`src/rtl/acmc_map.vh`:
```
// Purpose: constants for the conversion mode control block
// Assumes: included by every acmc design file
// Notes: register offsets are byte addresses on the register bus
`ifndef ACMC_MAP_VH
`define ACMC_MAP_VH

// conversion clock: oscillator divided by 32 * 64
`define ACMC_DIV_A 32
`define ACMC_DIV_B 64
`define ACMC_CONV_DIV (`ACMC_DIV_A * `ACMC_DIV_B)
// oversampling ratio at the fastest rate code
`define ACMC_OSR_MIN 2
`define ACMC_RATE_MAX 3'h7

// serial link counts
`define ACMC_DATA_BITS 24
`define ACMC_CNT_R10 6'h19
`define ACMC_CNT_SUP 6'h1A
`define ACMC_CNT_R40 6'h1B
`define ACMC_CNT_USER 6'h1C
`define ACMC_CNT_MAX 6'h20
`define ACMC_CNT_SAT 6'h3F

// conversion modes
`define ACMC_MODE_R10 2'h0
`define ACMC_MODE_SUP 2'h1
`define ACMC_MODE_R40 2'h2
`define ACMC_MODE_USER 2'h3

// fixed mode settings
`define ACMC_RATE_10 3'h0
`define ACMC_RATE_40 3'h2
`define ACMC_GAIN_1 3'h0
`define ACMC_GAIN_128 3'h7

// register offsets
`define ACMC_OFS_CTRL 4'h0
`define ACMC_OFS_STAT 4'h4
`define ACMC_OFS_RES 4'h8

// control register fields
`define ACMC_CTRL_RATE 2:0
`define ACMC_CTRL_GAIN 6:4
`define ACMC_CTRL_BUF 8
`define ACMC_CTRL_PSEL 9
`define ACMC_CTRL_NSEL 10
`define ACMC_CTRL_CHSEL 11
`define ACMC_CTRL_HALVE 12
`define ACMC_CTRL_REFSUP 13
`define ACMC_CTRL_RESET 14'h0270

// response codes
`define ACMC_RESP_OKAY 2'h0
`define ACMC_RESP_SLVERR 2'h2

`endif

```
`src/rtl/acmc_rate_div.v`:
```
// Purpose: conversion clock divider and output rate timer
// Assumes: clk is the internal oscillator clock
// Notes: conv_done pulses once per conversion period
`timescale 1ns/1ps
`default_nettype none
`include "acmc_map.vh"

module acmc_rate_div #(
    parameter CONV_DIV = `ACMC_CONV_DIV,
    parameter OSR_MIN = `ACMC_OSR_MIN
) (
    input wire clk,
    input wire resetn,
    input wire [2:0] rate_code,
    output reg conv_done
);

    reg [11:0] pre_q;
    reg [9:0] osr_q;
    wire conv_tick;
    wire [9:0] osr_len;

    // oversampling ratio doubles for each step down in rate code
    function [9:0] osr_of;
        input [2:0] code;
        begin
            osr_of = OSR_MIN[9:0] << (`ACMC_RATE_MAX - code);
        end
    endfunction

    assign osr_len = osr_of(rate_code);
    assign conv_tick = (pre_q == CONV_DIV[11:0] - 12'h001);

    // conversion clock enable, oscillator over 32 * 64
    always @(posedge clk or negedge resetn) begin
        if (!resetn) begin
            pre_q <= 12'h000;
        end else if (conv_tick) begin
            pre_q <= 12'h000;
        end else begin
            pre_q <= pre_q + 12'h001;
        end
    end

    // count conversion clocks up to the ratio; a shortened ratio wraps at the next conversion clock
    always @(posedge clk or negedge resetn) begin
        if (!resetn) begin
            osr_q <= 10'h000;
            conv_done <= 1'b0;
        end else begin
            conv_done <= 1'b0;
            if (conv_tick) begin
                if (osr_q + 10'h001 >= osr_len) begin
                    osr_q <= 10'h000;
                    conv_done <= 1'b1;
                end else begin
                    osr_q <= osr_q + 10'h001;
                end
            end
        end
    end

endmodule
`default_nettype wire

```
`src/rtl/acmc_top.v`:
```
// Purpose: conversion mode control of a delta-sigma converter
// Assumes: clk is the internal oscillator clock; link pins synchronous to it
// Notes: register command mode on the link is not handled here
//
// Our own choices: the register addresses and the AXI4-Lite slave port.
`timescale 1ns/1ps
`default_nettype none
`include "acmc_map.vh"

// Function
// - conversion clock is the oscillator divided by 32 times 64
// - output rate is oscillator over 2048 times ratio, ratio 2 to 256
// - in user mode the conversion rate comes from the software written rate field
// - input buffer switched in only while its enable bit is set
// - in user mode amplifier gain 1 to 128 follows the written gain field
// - reference comes from the reference pin or the analog supply
// - fixed gain-128 modes route the two analog pins as the input
// - positive and negative selects let software swap the two pins
// - supply-difference mode routes divided supply and ground instead
// - supply-difference mode forces reference to the analog supply
// - user mode takes mux settings from registers, channel bit included
// - reference halved by default, setting a register bit turns halving off
// - result is 24-bit two's complement, zero input gives zero
// - full-scale inputs give largest positive and most negative codes
// - each result shifts out most significant bit first, one per pulse
// - at most 32 pulses per period are interpreted as a count
// - counts 25, 26, 27 select the three fixed modes
// - counts 28 through 32 select the user configured mode
// - a count under 25 carries into an extended second period
// - rate field code 0 is 10 per second up to 1280, default 0
// - gain field is two to the code, default code 7
// - input select 0 picks pin a, 1 pin b; positive defaults to 1
// - channel select 0 routes pins, 1 the internal supply channel
module acmc_top #(
    parameter CONV_DIV = `ACMC_CONV_DIV,
    parameter OSR_MIN = `ACMC_OSR_MIN
) (
    input wire clk,
    input wire resetn,
    // register bus
    input wire s_axi_awvalid,
    output wire s_axi_awready,
    input wire [3:0] s_axi_awaddr,
    input wire s_axi_wvalid,
    output wire s_axi_wready,
    input wire [31:0] s_axi_wdata,
    input wire [3:0] s_axi_wstrb,
    output reg s_axi_bvalid,
    input wire s_axi_bready,
    output reg [1:0] s_axi_bresp,
    input wire s_axi_arvalid,
    output wire s_axi_arready,
    input wire [3:0] s_axi_araddr,
    output reg s_axi_rvalid,
    input wire s_axi_rready,
    output reg [31:0] s_axi_rdata,
    output reg [1:0] s_axi_rresp,
    // link pins
    input wire powerdown_shift_clock,
    output reg data_out,
    output wire data_out_oe,
    // digital filter result
    input wire [23:0] filter_result,
    // analog steering
    output reg [2:0] conv_rate_code,
    output reg [2:0] amp_gain_code,
    output reg input_buffer_on,
    output reg pos_pin_b,
    output reg neg_pin_b,
    output reg internal_channel_on,
    output reg ref_from_supply,
    output reg ref_halve_on,
    output wire conv_done
);

    reg [13:0] ctrl_q;
    reg [1:0] mode_q;
    reg mode_new_q;
    reg ready_q;
    reg [23:0] last_q;
    reg [23:0] shift_q;
    reg [4:0] bit_q;
    reg [5:0] pulse_q;
    reg sck_q;
    reg aw_q;
    reg w_q;
    reg [3:0] awaddr_q;
    reg [31:0] wdata_q;
    reg [3:0] wstrb_q;
    wire sck_rise;
    wire [2:0] sel;
    wire sel_ok;
    wire [1:0] sel_mode;
    reg [31:0] rd_val;
    reg rd_ok;

    // count to mode: returns {valid, mode}; over 32 or under 25 is no change
    function [2:0] mode_of;
        input [5:0] cnt;
        begin
            if (cnt == `ACMC_CNT_R10) begin
                mode_of = {1'b1, `ACMC_MODE_R10};
            end else if (cnt == `ACMC_CNT_SUP) begin
                mode_of = {1'b1, `ACMC_MODE_SUP};
            end else if (cnt == `ACMC_CNT_R40) begin
                mode_of = {1'b1, `ACMC_MODE_R40};
            end else if (cnt >= `ACMC_CNT_USER && cnt <= `ACMC_CNT_MAX) begin
                mode_of = {1'b1, `ACMC_MODE_USER};
            end else begin
                mode_of = {1'b0, `ACMC_MODE_R10};
            end
        end
    endfunction

    assign sel = mode_of(pulse_q);
    assign sel_ok = sel[2];
    assign sel_mode = sel[1:0];
    assign sck_rise = powerdown_shift_clock & ~sck_q;
    assign data_out_oe = 1'b1;

    // conversion period timer
    acmc_rate_div #(
        .CONV_DIV(CONV_DIV),
        .OSR_MIN(OSR_MIN)
    ) u_rate (
        .clk(clk),
        .resetn(resetn),
        .rate_code(conv_rate_code),
        .conv_done(conv_done)
    );

    // analog steering from the active mode and the control register
    always @* begin
        input_buffer_on = ctrl_q[`ACMC_CTRL_BUF];
        ref_halve_on = ~ctrl_q[`ACMC_CTRL_HALVE];
        pos_pin_b = ctrl_q[`ACMC_CTRL_PSEL];
        neg_pin_b = ctrl_q[`ACMC_CTRL_NSEL];
        ref_from_supply = ctrl_q[`ACMC_CTRL_REFSUP];
        case (mode_q)
            `ACMC_MODE_R10: begin
                conv_rate_code = `ACMC_RATE_10;
                amp_gain_code = `ACMC_GAIN_128;
                internal_channel_on = 1'b0;
            end
            `ACMC_MODE_R40: begin
                conv_rate_code = `ACMC_RATE_40;
                amp_gain_code = `ACMC_GAIN_128;
                internal_channel_on = 1'b0;
            end
            `ACMC_MODE_SUP: begin
                conv_rate_code = `ACMC_RATE_40;
                amp_gain_code = `ACMC_GAIN_1;
                internal_channel_on = 1'b1;
                ref_from_supply = 1'b1;
            end
            default: begin
                conv_rate_code = ctrl_q[`ACMC_CTRL_RATE];
                amp_gain_code = ctrl_q[`ACMC_CTRL_GAIN];
                internal_channel_on = ctrl_q[`ACMC_CTRL_CHSEL];
            end
        endcase
    end

    // link clock edge detect
    always @(posedge clk or negedge resetn) begin
        if (!resetn) begin
            sck_q <= 1'b0;
        end else begin
            sck_q <= powerdown_shift_clock;
        end
    end

    // result shifter and ready flag on the data pin
    always @(posedge clk or negedge resetn) begin
        if (!resetn) begin
            data_out <= 1'b1;
            shift_q <= 24'h000000;
            last_q <= 24'h000000;
            bit_q <= 5'h00;
            ready_q <= 1'b0;
        end else if (conv_done) begin
            data_out <= 1'b0;
            shift_q <= filter_result;
            last_q <= filter_result;
            bit_q <= 5'h00;
            ready_q <= 1'b1;
        end else if (sck_rise) begin
            ready_q <= 1'b0;
            if (bit_q < `ACMC_DATA_BITS) begin
                data_out <= shift_q[23];
                shift_q <= {shift_q[22:0], 1'b0};
                bit_q <= bit_q + 5'h01;
            end else begin
                data_out <= 1'b1; // idle high until the next result
            end
        end
    end

    // pulse counter; a short count carries into the extended period
    always @(posedge clk or negedge resetn) begin
        if (!resetn) begin
            pulse_q <= 6'h00;
        end else if (conv_done) begin
            if (pulse_q != 6'h00 && pulse_q < `ACMC_CNT_R10) begin
                pulse_q <= pulse_q;
            end else begin
                pulse_q <= 6'h00;
            end
        end else if (sck_rise && pulse_q != `ACMC_CNT_SAT) begin
            pulse_q <= pulse_q + 6'h01;
        end
    end

    // next mode taken at the end of the period from the pulse count
    always @(posedge clk or negedge resetn) begin
        if (!resetn) begin
            mode_q <= `ACMC_MODE_R10;
            mode_new_q <= 1'b0;
        end else if (conv_done) begin
            if (sel_ok) begin
                mode_q <= sel_mode;
                mode_new_q <= (sel_mode != mode_q);
            end else begin
                mode_new_q <= 1'b0;
            end
        end
    end

    // bus handshakes: address and data taken in either order
    assign s_axi_awready = ~aw_q & ~s_axi_bvalid;
    assign s_axi_wready = ~w_q & ~s_axi_bvalid;
    assign s_axi_arready = ~s_axi_rvalid;

    // write channel capture
    always @(posedge clk or negedge resetn) begin
        if (!resetn) begin
            aw_q <= 1'b0;
            w_q <= 1'b0;
            awaddr_q <= 4'h0;
            wdata_q <= 32'h00000000;
            wstrb_q <= 4'h0;
        end else if (aw_q && w_q) begin
            aw_q <= 1'b0;
            w_q <= 1'b0;
        end else begin
            if (s_axi_awvalid && s_axi_awready) begin
                aw_q <= 1'b1;
                awaddr_q <= s_axi_awaddr;
            end
            if (s_axi_wvalid && s_axi_wready) begin
                w_q <= 1'b1;
                wdata_q <= s_axi_wdata;
                wstrb_q <= s_axi_wstrb;
            end
        end
    end

    // register write and write response
    always @(posedge clk or negedge resetn) begin
        if (!resetn) begin
            ctrl_q <= `ACMC_CTRL_RESET;
            s_axi_bvalid <= 1'b0;
            s_axi_bresp <= `ACMC_RESP_OKAY;
        end else if (s_axi_bvalid) begin
            if (s_axi_bready) begin
                s_axi_bvalid <= 1'b0;
            end
        end else if (aw_q && w_q) begin
            s_axi_bvalid <= 1'b1;
            if ({awaddr_q[3:2], 2'h0} == `ACMC_OFS_CTRL) begin
                s_axi_bresp <= `ACMC_RESP_OKAY;
                if (wstrb_q[0]) begin
                    ctrl_q[7:0] <= wdata_q[7:0];
                end
                if (wstrb_q[1]) begin
                    ctrl_q[13:8] <= wdata_q[13:8];
                end
            end else if ({awaddr_q[3:2], 2'h0} == `ACMC_OFS_STAT ||
                         {awaddr_q[3:2], 2'h0} == `ACMC_OFS_RES) begin
                s_axi_bresp <= `ACMC_RESP_OKAY; // read-only, write ignored
            end else begin
                s_axi_bresp <= `ACMC_RESP_SLVERR;
            end
        end
    end

    // read decode
    always @* begin
        rd_val = 32'h00000000;
        rd_ok = 1'b1;
        case ({s_axi_araddr[3:2], 2'h0})
            `ACMC_OFS_CTRL: begin
                rd_val = {18'h00000, ctrl_q};
            end
            `ACMC_OFS_STAT: begin
                rd_val = {12'h000, pulse_q, 4'h0, mode_new_q, ready_q,
                          amp_gain_code, conv_rate_code, mode_q};
            end
            `ACMC_OFS_RES: begin
                rd_val = {8'h00, last_q};
            end
            default: begin
                rd_ok = 1'b0;
            end
        endcase
    end

    // read response
    always @(posedge clk or negedge resetn) begin
        if (!resetn) begin
            s_axi_rvalid <= 1'b0;
            s_axi_rdata <= 32'h00000000;
            s_axi_rresp <= `ACMC_RESP_OKAY;
        end else if (s_axi_rvalid) begin
            if (s_axi_rready) begin
                s_axi_rvalid <= 1'b0;
            end
        end else if (s_axi_arvalid) begin
            s_axi_rvalid <= 1'b1;
            s_axi_rdata <= rd_val;
            s_axi_rresp <= rd_ok ? `ACMC_RESP_OKAY : `ACMC_RESP_SLVERR;
        end
    end

endmodule
`default_nettype wire

```
`config.mk`:
```
export PLATFORM = sky130hd
export DESIGN_NAME = acmc_top
export DESIGN_NICKNAME = d
export VERILOG_FILES = /design/src/rtl/acmc_rate_div.v /design/src/rtl/acmc_top.v
export VERILOG_INCLUDE_DIRS = /design/src /design/src/rtl
export SDC_FILE = /design/constraint.sdc
export NUM_CORES = 1
export LEC_CHECK = 0
export BUFFER_PORTS_ARGS = -buffer_cell sky130_fd_sc_hd__buf_2
export CAP_MARGIN = 20
export CORE_MARGIN = 2
export CORE_UTILIZATION = 50
export DETAILED_ROUTE_END_ITERATION = 8
export PLACE_DENSITY = 0.73
export REMOVE_ABC_BUFFERS = 1
export SETUP_SLACK_MARGIN = 0.1
export SYNTH_ARGS = -nofsm -noshare
export SYNTH_HDL_FRONTEND = slang
export SYNTH_HIERARCHICAL = 1
export SYNTH_SLANG_ARGS = --single-unit
export TNS_END_PERCENT = 50
```
`constraint.sdc`:
```
create_clock -name clk -period 3.9 [get_ports clk]
set_input_delay 0.585 -clock clk [delete_from_list [all_inputs] [get_ports clk]]
set_output_delay 0.585 -clock clk [all_outputs]
set_load 0.01 [all_outputs]
```
==> qor.yml, run 1 <==
diodes: 0
place_area_sq_um: 7700
rsz0062_at_grt: "no"
p_per_area_nw_per_um2: 566
critPathCaptureType: "flip-flop"
grt_pass1_vias: 5275
wl_mm: 15.0
rows: 43
ys.flop_type: "dfrtp_1"
initial_core_util_pct: 51.3
die_area_sq_um: 15200
hold_class: "in2async"
status: "finished clean"
avgSynthCellArea_sq_um: 10.6
maxSlewHeadroom_pct: 31.5
r2r_setup_slack_ns: 0.33
cts_tree: "built"
die_x_microns: 123
start_kind: "flip-flop"
yosys.area_share.simple_pct: 13.0
reg2reg_to: "u_rate/osr_q[1]"
ys_warn_count: 6
crit_start: "mode_q[0]"
synth_cell_types: 58
post_cts_buffers: 0
netlist_instances: 671
worst_pin_slew_ns: 1.02
yosysMostFrequentCell: "dfrtp_1"
hold_viol_final: 0
finalCritPeriodShare_pct: 91.5
firstDrtPassIters: 6
hpwl_mm: 10.4
synth_top_family_by_area: "simple AND/OR/NAND/NOR gates"
track_usage_pct: 21.7
drt-initial-drc-count: 235
grt_max_degree: 111
final_area_sq_um: 8320
max-vdd-ir-drop_uv: 337
cts.reportedPaths.clkPinSlew_ns: 0.06
via_count: 5122
worstPathRequired_ns: 4.23
cp_max_fo: 10
clock_sinks: 150
synthMuxAreaShare_pct: 10.7
io_pins: 132
num-nets-final: 858
ant_nets: 0
grt_pass1_wl_mm: 25.4
critPathArrivalTime_ns: 3.89
drc: 0
gp_congestion: 0.884
cts_made_buffers: 17
reg2reg_depth: 9
numPortBuffers: 96
area_growth_syn_to_layout_pct: 17.0
synthTopCellsByCount: "dfrtp_1 (145), nand2_1 (81), o21ai_0 (63)"
core_sq_um: 13900
syn_area_sq_um: 7120
ys_seq_area_share_pct: 52.8
synthAdderAreaFrac_pct: 3.34
synth_edf_count: 0
cts_max_level: 4
yosys.area.top_type: "dfrtp_1"
wl_per_cell_microns: 15.7
overflow: 0
ys_ff_latch: 150
finClkSkew_ns: 0.00759
drive_gt1_share_pct: 24.0
cap_violations: 0
fin_crit_ns: 3.57
hold_buffers: 0
synth_compound_area_share_pct: 12.1
root_buffer: "clkbuf_16"
insertion_delay_ns: 0.42
antenna_found_initial: 0
synth-xor-area-share_pct: 2.83
path_class: "reg2reg"
synth_area_leaders: "dfrtp_1 (51%), mux2i_1 (5.2%), o21ai_0 (4.4%)"
async_reset_ff_share_pct: 100
tns_ns: 0
reg2reg_from: "mode_q[0]"
clk_path_buf_depth: 2
routed_via_density: 5.36
setup_violations: 0
leakagePower_nw: 4.03
synth_top_area_share_pct: 51.0
finalMaxSlewViolations: 0
dieHeight_microns: 123
max_freq_ghz: 0.280
cts_resized: 0
worst max path at each step:
stage                      end  slack (ns)  cells past startpoint
3_3_place_gp   u_rate/osr_q[5]        0.52                      9
4_1_cts        u_rate/osr_q[3]        0.39                      9
3_5_place_dp   u_rate/osr_q[3]        0.42                      9
2_1_floorplan  u_rate/osr_q[5]        0.91                      9
5_1_grt        u_rate/osr_q[1]        0.17                      9
6_report       u_rate/osr_q[1]        0.33                      9
registers in the layout (all words and copies together), names as in the netlist, 2 cells and up:
register      flops
mode_q            2
bit_q             5
last_q           24
u_rate/pre_q     12
ctrl_q           14
wdata_q          14
u_rate/osr_q     10
pulse_q           6
awaddr_q          2
wstrb_q           2
shift_q          24
s_axi_rdata      24
power breakdown:
part | total [W] | switching [W] | leakage, nW | internal, W
registers | 0.00215 | 0.000253 | 1.82 | 0.00190
logic | 0.000844 | 0.000420 | 1.90 | 0.000425
clock network | 0.00171 | 0.000635 | 0.303 | 0.00108
total | 0.00471 | 0.00131 | 4.03 | 0.00340
routing by layer:
| layer | vias to the layer above | routed length, microns | GRT usage (%) | part of all wire [%] |
|---|---|---|---|---|
| li1 | 2476 | - | - | - |
| met1 | 2509 | 6570 | 28.1 | 44 |
| met2 | 113 | 7530 | 35.7 | 50 |
| met3 | 24 | 594 | 5.21 | 4.0 |
| met4 | 0 | 282 | 7.88 | 1.9 |
| met5 | - | 0 | 0 | 0 |
worst max-delay path, stage by stage, from the launching register on:
cell	delay (ns)
dfrtp_1	0.45
ha_1	0.42
mux2_2	0.46
or3b_2	0.47
ha_1	0.31
a22oi_1	0.21
o311ai_0	0.19
o22ai_2	0.48
nand3_1	0.22
o31ai_1	0.25
cell families after synthesis:
logic type | Yosys count
adders and majority gates | 19
AOI/OAI and AO/OA | 142
and+or+nand+nor | 186
xor gates and xnor gates | 23
muxes | 72
buffers and inverters | 77
DFF | 150
other | 2
stage by stage:
step	hold slack, ns	worst slack, ns	std cells	total power (W)	utilization (%)
after floorplan	0.289	0.910	643	0.00268	-
after detailed placement	0.455	0.425	924	0.00303	55.5
after global placement	0.451	0.520	924	0.00297	55.5
after global routing	0.297	0.173	956	0.00497	60.0
after CTS	0.287	0.386	956	0.00475	60.0
final	0.291	0.333	956	0.00471	60.0
cell usage in the layout, fill, tap and decap left out, types with 17 or more instances in the layout:
| cell type | synthesis | final |
|---|---|---|
| o21ai_1 | 23 | 23 |
| mux2_2 | 28 | 28 |
| mux2i_1 | 37 | 37 |
| nor2_1 | 38 | 38 |
| clkbuf_16 | 0 | 17 |
| nand2_1 | 81 | 81 |
| inv_1 | 40 | 40 |
| dfrtp_1 | 145 | 144 |
| buf_2 | 6 | 95 |
| o21ai_0 | 63 | 63 |
| ha_1 | 19 | 19 |
final cells by class:
class	count	area [sq um]
Sequential cell	150	3760
Clock inverter	10	141
Clock buffer	22	484
Tap cell	180	225
Inverter	40	150
Multi-Input combinational cell	453	3040
Fill cell	1143	5560
Timing Repair Buffer	101	524
Note: power is estimated with default switching activity, not from simulation.
==> run 2: changes to the inputs <==
ABC_AREA = 1   (was unset)
==> run 2 against run 1 <==
Effect of this change:
- largest cell class unchanged
- die area down 0.91%
- largest power group unchanged
- synthesized cell count up 19%
- area after synthesis down 0.93%
- via count up 9.5%
- global-route usage up 0.86 points
- clock power about the same
- highest routed layer unchanged
- clock skew about the same
- critical path depth up 9
==> qor.yml, run 2 <==
ys.flop_type: "dfrtp_1"
hold_buffers: 0
cts_made_buffers: 17
async_reset_ff_share_pct: 100
cts_tree: "built"
top_regs: "last_q (24), s_axi_rdata (24), shift_q (24)"
hold_viol_final: 0
drc: 0
rows: 43
drive_gt1_share_pct: 18.1
rsz0062_at_grt: "no"
yosys.area.top_type: "dfrtp_1"
reg2reg_to: "u_rate/osr_q[6]"
worstPathRequired_ns: 4.23
critPathCaptureType: "flip-flop"
track_usage_pct: 22.6
r2r_setup_slack_ns: 1.24
reg2reg_from: "mode_q[0]"
num-nets-final: 985
layout_common_cells: "nand2_1 (161), dfrtp_1 (145), inv_1 (114), buf_2 (95), o21ai_0 (67)"
core_sq_um: 13800
max-vdd-ir-drop_uv: 353
ys_warn_count: 6
overflow: 0
ys_seq_area_share_pct: 53.3
swShare_pct: 30.0
synth_cell_types: 43
fin_crit_ns: 2.66
synth_area_leaders: "dfrtp_1 (51%), nand2_1 (8.6%), inv_1 (6.1%)"
hold_class: "in2async"
root_buffer: "clkbuf_16"
power.share.clock_pct: 35.7
netlist_instances: 799
cp_max_fo: 9
ys_ff_latch: 150
gp_congestion: 0.824
hpwl_mm: 10.9
setup_violations: 0
final_area_sq_um: 8240
hold_ws_ns: 0.231
wl_per_cell_microns: 14.5
firstDrtPassIters: 6
avgSynthCellArea_sq_um: 8.82
die_x_microns: 123
finClkSkew_ns: 0.00740
die_area_sq_um: 15100
seqPwrFrac_pct: 44.8
final_common_cell: "nand2_1"
yosysMostFrequentCell: "nand2_1"
dieHeight_microns: 123
synthTopCellsByCount: "nand2_1 (161), dfrtp_1 (145), inv_1 (114)"
leakagePower_nw: 4.18
start_kind: "flip-flop"
p_switching_w: 0.00145
p_per_area_nw_per_um2: 585
grt_pass1_vias: 5463
area_growth_syn_to_layout_pct: 16.8
worst_pin_slew_ns: 0.972
drt-initial-drc-count: 462
antenna_found_initial: 0
grt_max_degree: 89
clk_path_buf_depth: 2
cts.reportedPaths.clkPinSlew_ns: 0.06
tns_ns: 0
cts_resized: 0
post_cts_buffers: 0
critPathArrivalTime_ns: 2.99
wl_mm: 15.7
synth_edf_count: 0
routed_via_density: 5.18
max_freq_ghz: 0.376
cts_max_level: 4
clock_sinks: 150
via_count: 5609
place_area_sq_um: 7620
syn_area_sq_um: 7050
path_class: "reg2reg"
ant_nets: 0
crit_start: "mode_q[0]"
synth_top_area_share_pct: 51.5
numPortBuffers: 96
cap_violations: 0
grt_pass1_wl_mm: 26.2
initial_core_util_pct: 51.0
io_pins: 132
diodes: 0
maxSlewHeadroom_pct: 35.0
finalMaxSlewViolations: 0
finalCritPeriodShare_pct: 68.2
p_int_w: 0.00337
reg2reg_depth: 18
combPwrFrac_pct: 19.5
insertion_delay_ns: 0.42
status: "finished clean"
run 2: cell types whose count changed after synthesis, sizes merged, moves of 11 or more:
cell and delta:
o211ai +11, inv +78, a21oi +28, nand2 +87, o21ai -15, mux2 -31
mux2i -37, nand3 +26, nor2 +30, o221ai +16
run 2: cells by family after synthesis:
family | after synthesis | share of synthesized area (%)
simple gates | 295 | 18.1
flops | 150 | 53.3
fa+ha+maj | 19 | 3.37
mux | 4 | 0.639
buf+inv | 156 | 9.48
compound gates | 160 | 13.4
xor+xnor | 13 | 1.61
other cells | 2 | 0.107
run 2: power groups by stage:
stage               combinational (W)  clock [W]  sequential, W
finish                       0.000940    0.00172        0.00216
global route                  0.00109    0.00181        0.00220
CTS                          0.000954    0.00175        0.00216
detailed placement           0.000944          0        0.00218
global placement             0.000916          0        0.00217
floorplan                    0.000582          0        0.00216
run 2: area by class of cell:
class | instances | area (sq um)
Clock buffer | 21 | 440
Clock inverter | 11 | 175
Fill cell | 1216 | 5590
Inverter | 118 | 443
Multi-Input combinational cell | 502 | 2660
Sequential cell | 150 | 3760
Tap cell | 180 | 225
Timing Repair Buffer | 101 | 537
run 2: how the worst max path moves through the flow:
stage | endpoint | slack (ns) | cells past startpoint
detailed placement | u_rate/osr_q[6] | 1.29 | 18
global route | u_rate/osr_q[2] | 1.0 | 18
floorplan | bit_q[4] | 1.47 | 6
CTS | u_rate/osr_q[6] | 1.29 | 18
global placement | u_rate/osr_q[5] | 1.41 | 18
finish | u_rate/osr_q[6] | 1.24 | 18
run 2: layer usage:
| metal | up-vias | routed length [microns] | global-route usage [%] |
|---|---|---|---|
| li1 | 2750 | - | - |
| met1 | 2709 | 7210 | 31.0 |
| met2 | 129 | 7580 | 36.4 |
| met3 | 21 | 690 | 4.60 |
| met4 | 0 | 210 | 6.32 |
| met5 | - | 0 | 0 |
run 2: critical path: stages (launching register included):
cell and delay, ns:
dfrtp_1 0.43, ha_1 0.32, inv_1 0.13, nand2_1 0.05
nand2_1 0.18, inv_1 0.14, nor3_1 0.20, ha_1 0.26
nand2_1 0.07, nand2_1 0.05, nand2_1 0.05, nand2_1 0.04
nand2_1 0.06, nand2_1 0.06, nand2_1 0.06, nand2_1 0.05
nand2_1 0.10, nand2_2 0.16, a21oi_1 0.18
run 2: metrics by stage:
step	instances	setup WS [ns]	utilization (%)	power, W
after floorplan	770	1.47	-	0.00274
after global placement	1051	1.41	55.1	0.00309
after detailed placement	1051	1.29	55.1	0.00312
after CTS	1083	1.29	59.6	0.00486
after global routing	1083	0.997	59.6	0.00509
final	1083	1.24	59.6	0.00482
==> run 3: changes to the inputs <==
clock period = 2.55 ns   (was 3.9 ns; I/O delays follow)
==> run 3 against run 2 <==
Effect of this change:
- clock skew up 0.0052 ns
- register-to-register slack worse by 0.99 ns
- worst hold slack worse by 0.15 ns
- first-iteration DRC count down 5.8%
- fmax up 16%
- worst setup slack worse by 0.99 ns
- wire length up 5.3%
- clock power up 53%
- critical endpoint unchanged
- largest cell class unchanged
- highest routed layer unchanged
==> qor.yml, run 3 (synthesis results as in run 2) <==
dieHeight_microns: 123
top_regs: "last_q (24), s_axi_rdata (24), shift_q (24)"
crit_top_cell: "nand2_1"
cap_violations: 0
drive_gt1_share_pct: 22.5
cts_made_buffers: 17
wl_mm: 16.5
endpoint: "u_rate/osr_q[6]"
cts_max_level: 4
track_usage_pct: 23.4
final-instance-count-excl-fill: 1099
nFillCells: 1176
grt_pass1_wl_mm: 27.0
fin_crit_ns: 2.30
drc: 0
clock_sinks: 150
die_x_microns: 123
wl_per_cell_microns: 15.0
critPathCaptureType: "flip-flop"
p_switching_w: 0.00221
hpwl_mm: 11.2
firstDrtPassIters: 5
drt-initial-drc-count: 435
post-place-ws_ns: 0.0889
r2r_setup_slack_ns: 0.25
root_buffer: "clkbuf_16"
overflow: 0
maxSlewHeadroom_pct: 56.6
io_pins: 132
num-nets-final: 1001
insertion_delay_ns: 0.43
worst_pin_slew_ns: 0.649
cts.reportedPaths.clkPinSlew_ns: 0.06
reg2reg_from: "mode_q[1]"
diodes: 0
core_sq_um: 13800
cp_top_family: "simple AND/OR/NAND/NOR gates"
rows: 43
final_common_cell: "nand2_1"
cp_max_fo: 4
critPathArrivalTime_ns: 2.65
reg2reg_to: "u_rate/osr_q[6]"
finalMaxSlewViolations: 0
p_int_w: 0.00520
p_per_area_nw_per_um2: 870
grt_pass1_vias: 5569
grt_max_degree: 54
seqPwrFrac_pct: 44.7
antenna_found_initial: 0
crit_start: "mode_q[1]"
ant_nets: 0
numPortBuffers: 96
finalCritPeriodShare_pct: 90.0
cts_tree: "built"
combPwrFrac_pct: 19.8
routed_via_density: 5.24
leakagePower_nw: 4.28
hold_ws_ns: 0.0782
max_freq_ghz: 0.436
crit_chain: "inv_4, ha_4, nand2_1, nand2_2, buf_6, nand3_2, ha_4, nand2_1, inv_1, nand2_1, nand2_1, nand2_1, nand2_1, nand2_1, nand2_2, nand2_4, nand2_4, a21oi_2"
start_kind: "flip-flop"
die_area_sq_um: 15100
area_growth_syn_to_layout_pct: 20.8
worst-path-buf-inv: 3
hold_class: "in2reg"
setup_violations: 0
status: "finished clean"
swShare_pct: 29.8
cpPeakStageDelay_ns: 0.44
via_count: 5757
hold_viol_final: 0
hp-start: "powerdown_shift_clock"
tns_ns: 0
power.share.clock_pct: 35.6
worst_slack_ns: 0.255
finClkSkew_ns: 0.0126
initial_core_util_pct: 51.0
worstPathRequired_ns: 2.90
critPathSlowestCell: "dfrtp_2"
clk_path_buf_depth: 2
max-vdd-ir-drop_uv: 561
rsz0062_at_grt: "no"
path_class: "reg2reg"
numPlacedInstances: 1059
critical_path_depth: 18
gp_congestion: 0.904
reg2reg_depth: 18
layout_common_cells: "nand2_1 (158), dfrtp_1 (143), inv_1 (107), buf_2 (95), o21ai_0 (67)"
==> run 3: cell count changes in the layout (fill, tap and decap cells not counted), moves of 3 or more <==
cell	change
inv_2	+5
nand2_1	-3
a21oi_1	-7
ha_4	+4
ha_1	-4
clkbuf_8	+5
inv_1	-7
a21oi_2	+7
buf_4	+12
==> run 3: cell type report <==
class                      count  area, sq um  share of cell area [%]
clock buffer                  25          505                    5.94
clock inverter                 7          116                    1.37
inverter                     118          448                    5.26
multi-input combinational    503         2790                    32.8
sequential                   150         3760                    44.2
tap                          180          225                    2.64
timing repair buffer         116          668                    7.84
==> run 3: per-stage QoR <==
stage                     instance area, sq um  utilization, %  total power [W]
after floorplan                           6860               -          0.00420
after global placement                    7690            55.6          0.00474
after detailed placement                  7690            55.6          0.00480
after CTS                                 8330            60.2          0.00745
after global routing                      8520            61.6          0.00784
final                                     8520            61.6          0.00741
==> run 3: worst min-delay path by stage <==
stage / endpoint / slack [ns] / cells past startpoint
6_report: sck_q / 0.08 / 1
5_1_grt: sck_q / 0.07 / 1
4_1_cts: sck_q / 0.06 / 1
3_5_place_dp: u_rate/pre_q[9] / 0.37 / 1
3_3_place_gp: u_rate/osr_q[9] / 0.37 / 1
2_1_floorplan: aw_q / 0.09 / 0
==> run 3: worst reg2reg max path: cells and delay by family, from the launching register on <==
kind,cells,cell delay (ns)
simple gates,12,0.91
compound gates,1,0.14
buf+inv,3,0.22
fa+ha+maj,2,0.51
flops,1,0.44
==> run 3: power groups by stage <==
stage | logic (W) | registers, W | clock network (W)
after floorplan | 0.000890 | 0.00331 | 0
after global placement | 0.00142 | 0.00332 | 0
after detailed placement | 0.00146 | 0.00334 | 0
after CTS | 0.00148 | 0.00331 | 0.00266
after global routing | 0.00169 | 0.00337 | 0.00278
final | 0.00146 | 0.00331 | 0.00263
==> run 3: layer usage <==
metal / GRT usage, % / wire length, microns / vias to the layer above
met4: 9.91 / 391 / 0
met5: 0 / 0 / -
met3: 4.93 / 853 / 31
li1: - / - / 2793
met2: 36.5 / 7940 / 157
met1: 31.7 / 7340 / 2776
==> run 3: what timing repair did <==
| item | in CTS | in global routing |
|---|---|---|
| cloned | 0 | 1 |
| endpoints found under the setup margin | 9 | 10 |
| pin swaps | 0 | 10 |
| gates resized for setup | 1 | 35 |
| setup buffers | 0 | 6 |
| endpoints found under the hold margin | 48 | 0 |
| hold buffers | 1 | 0 |
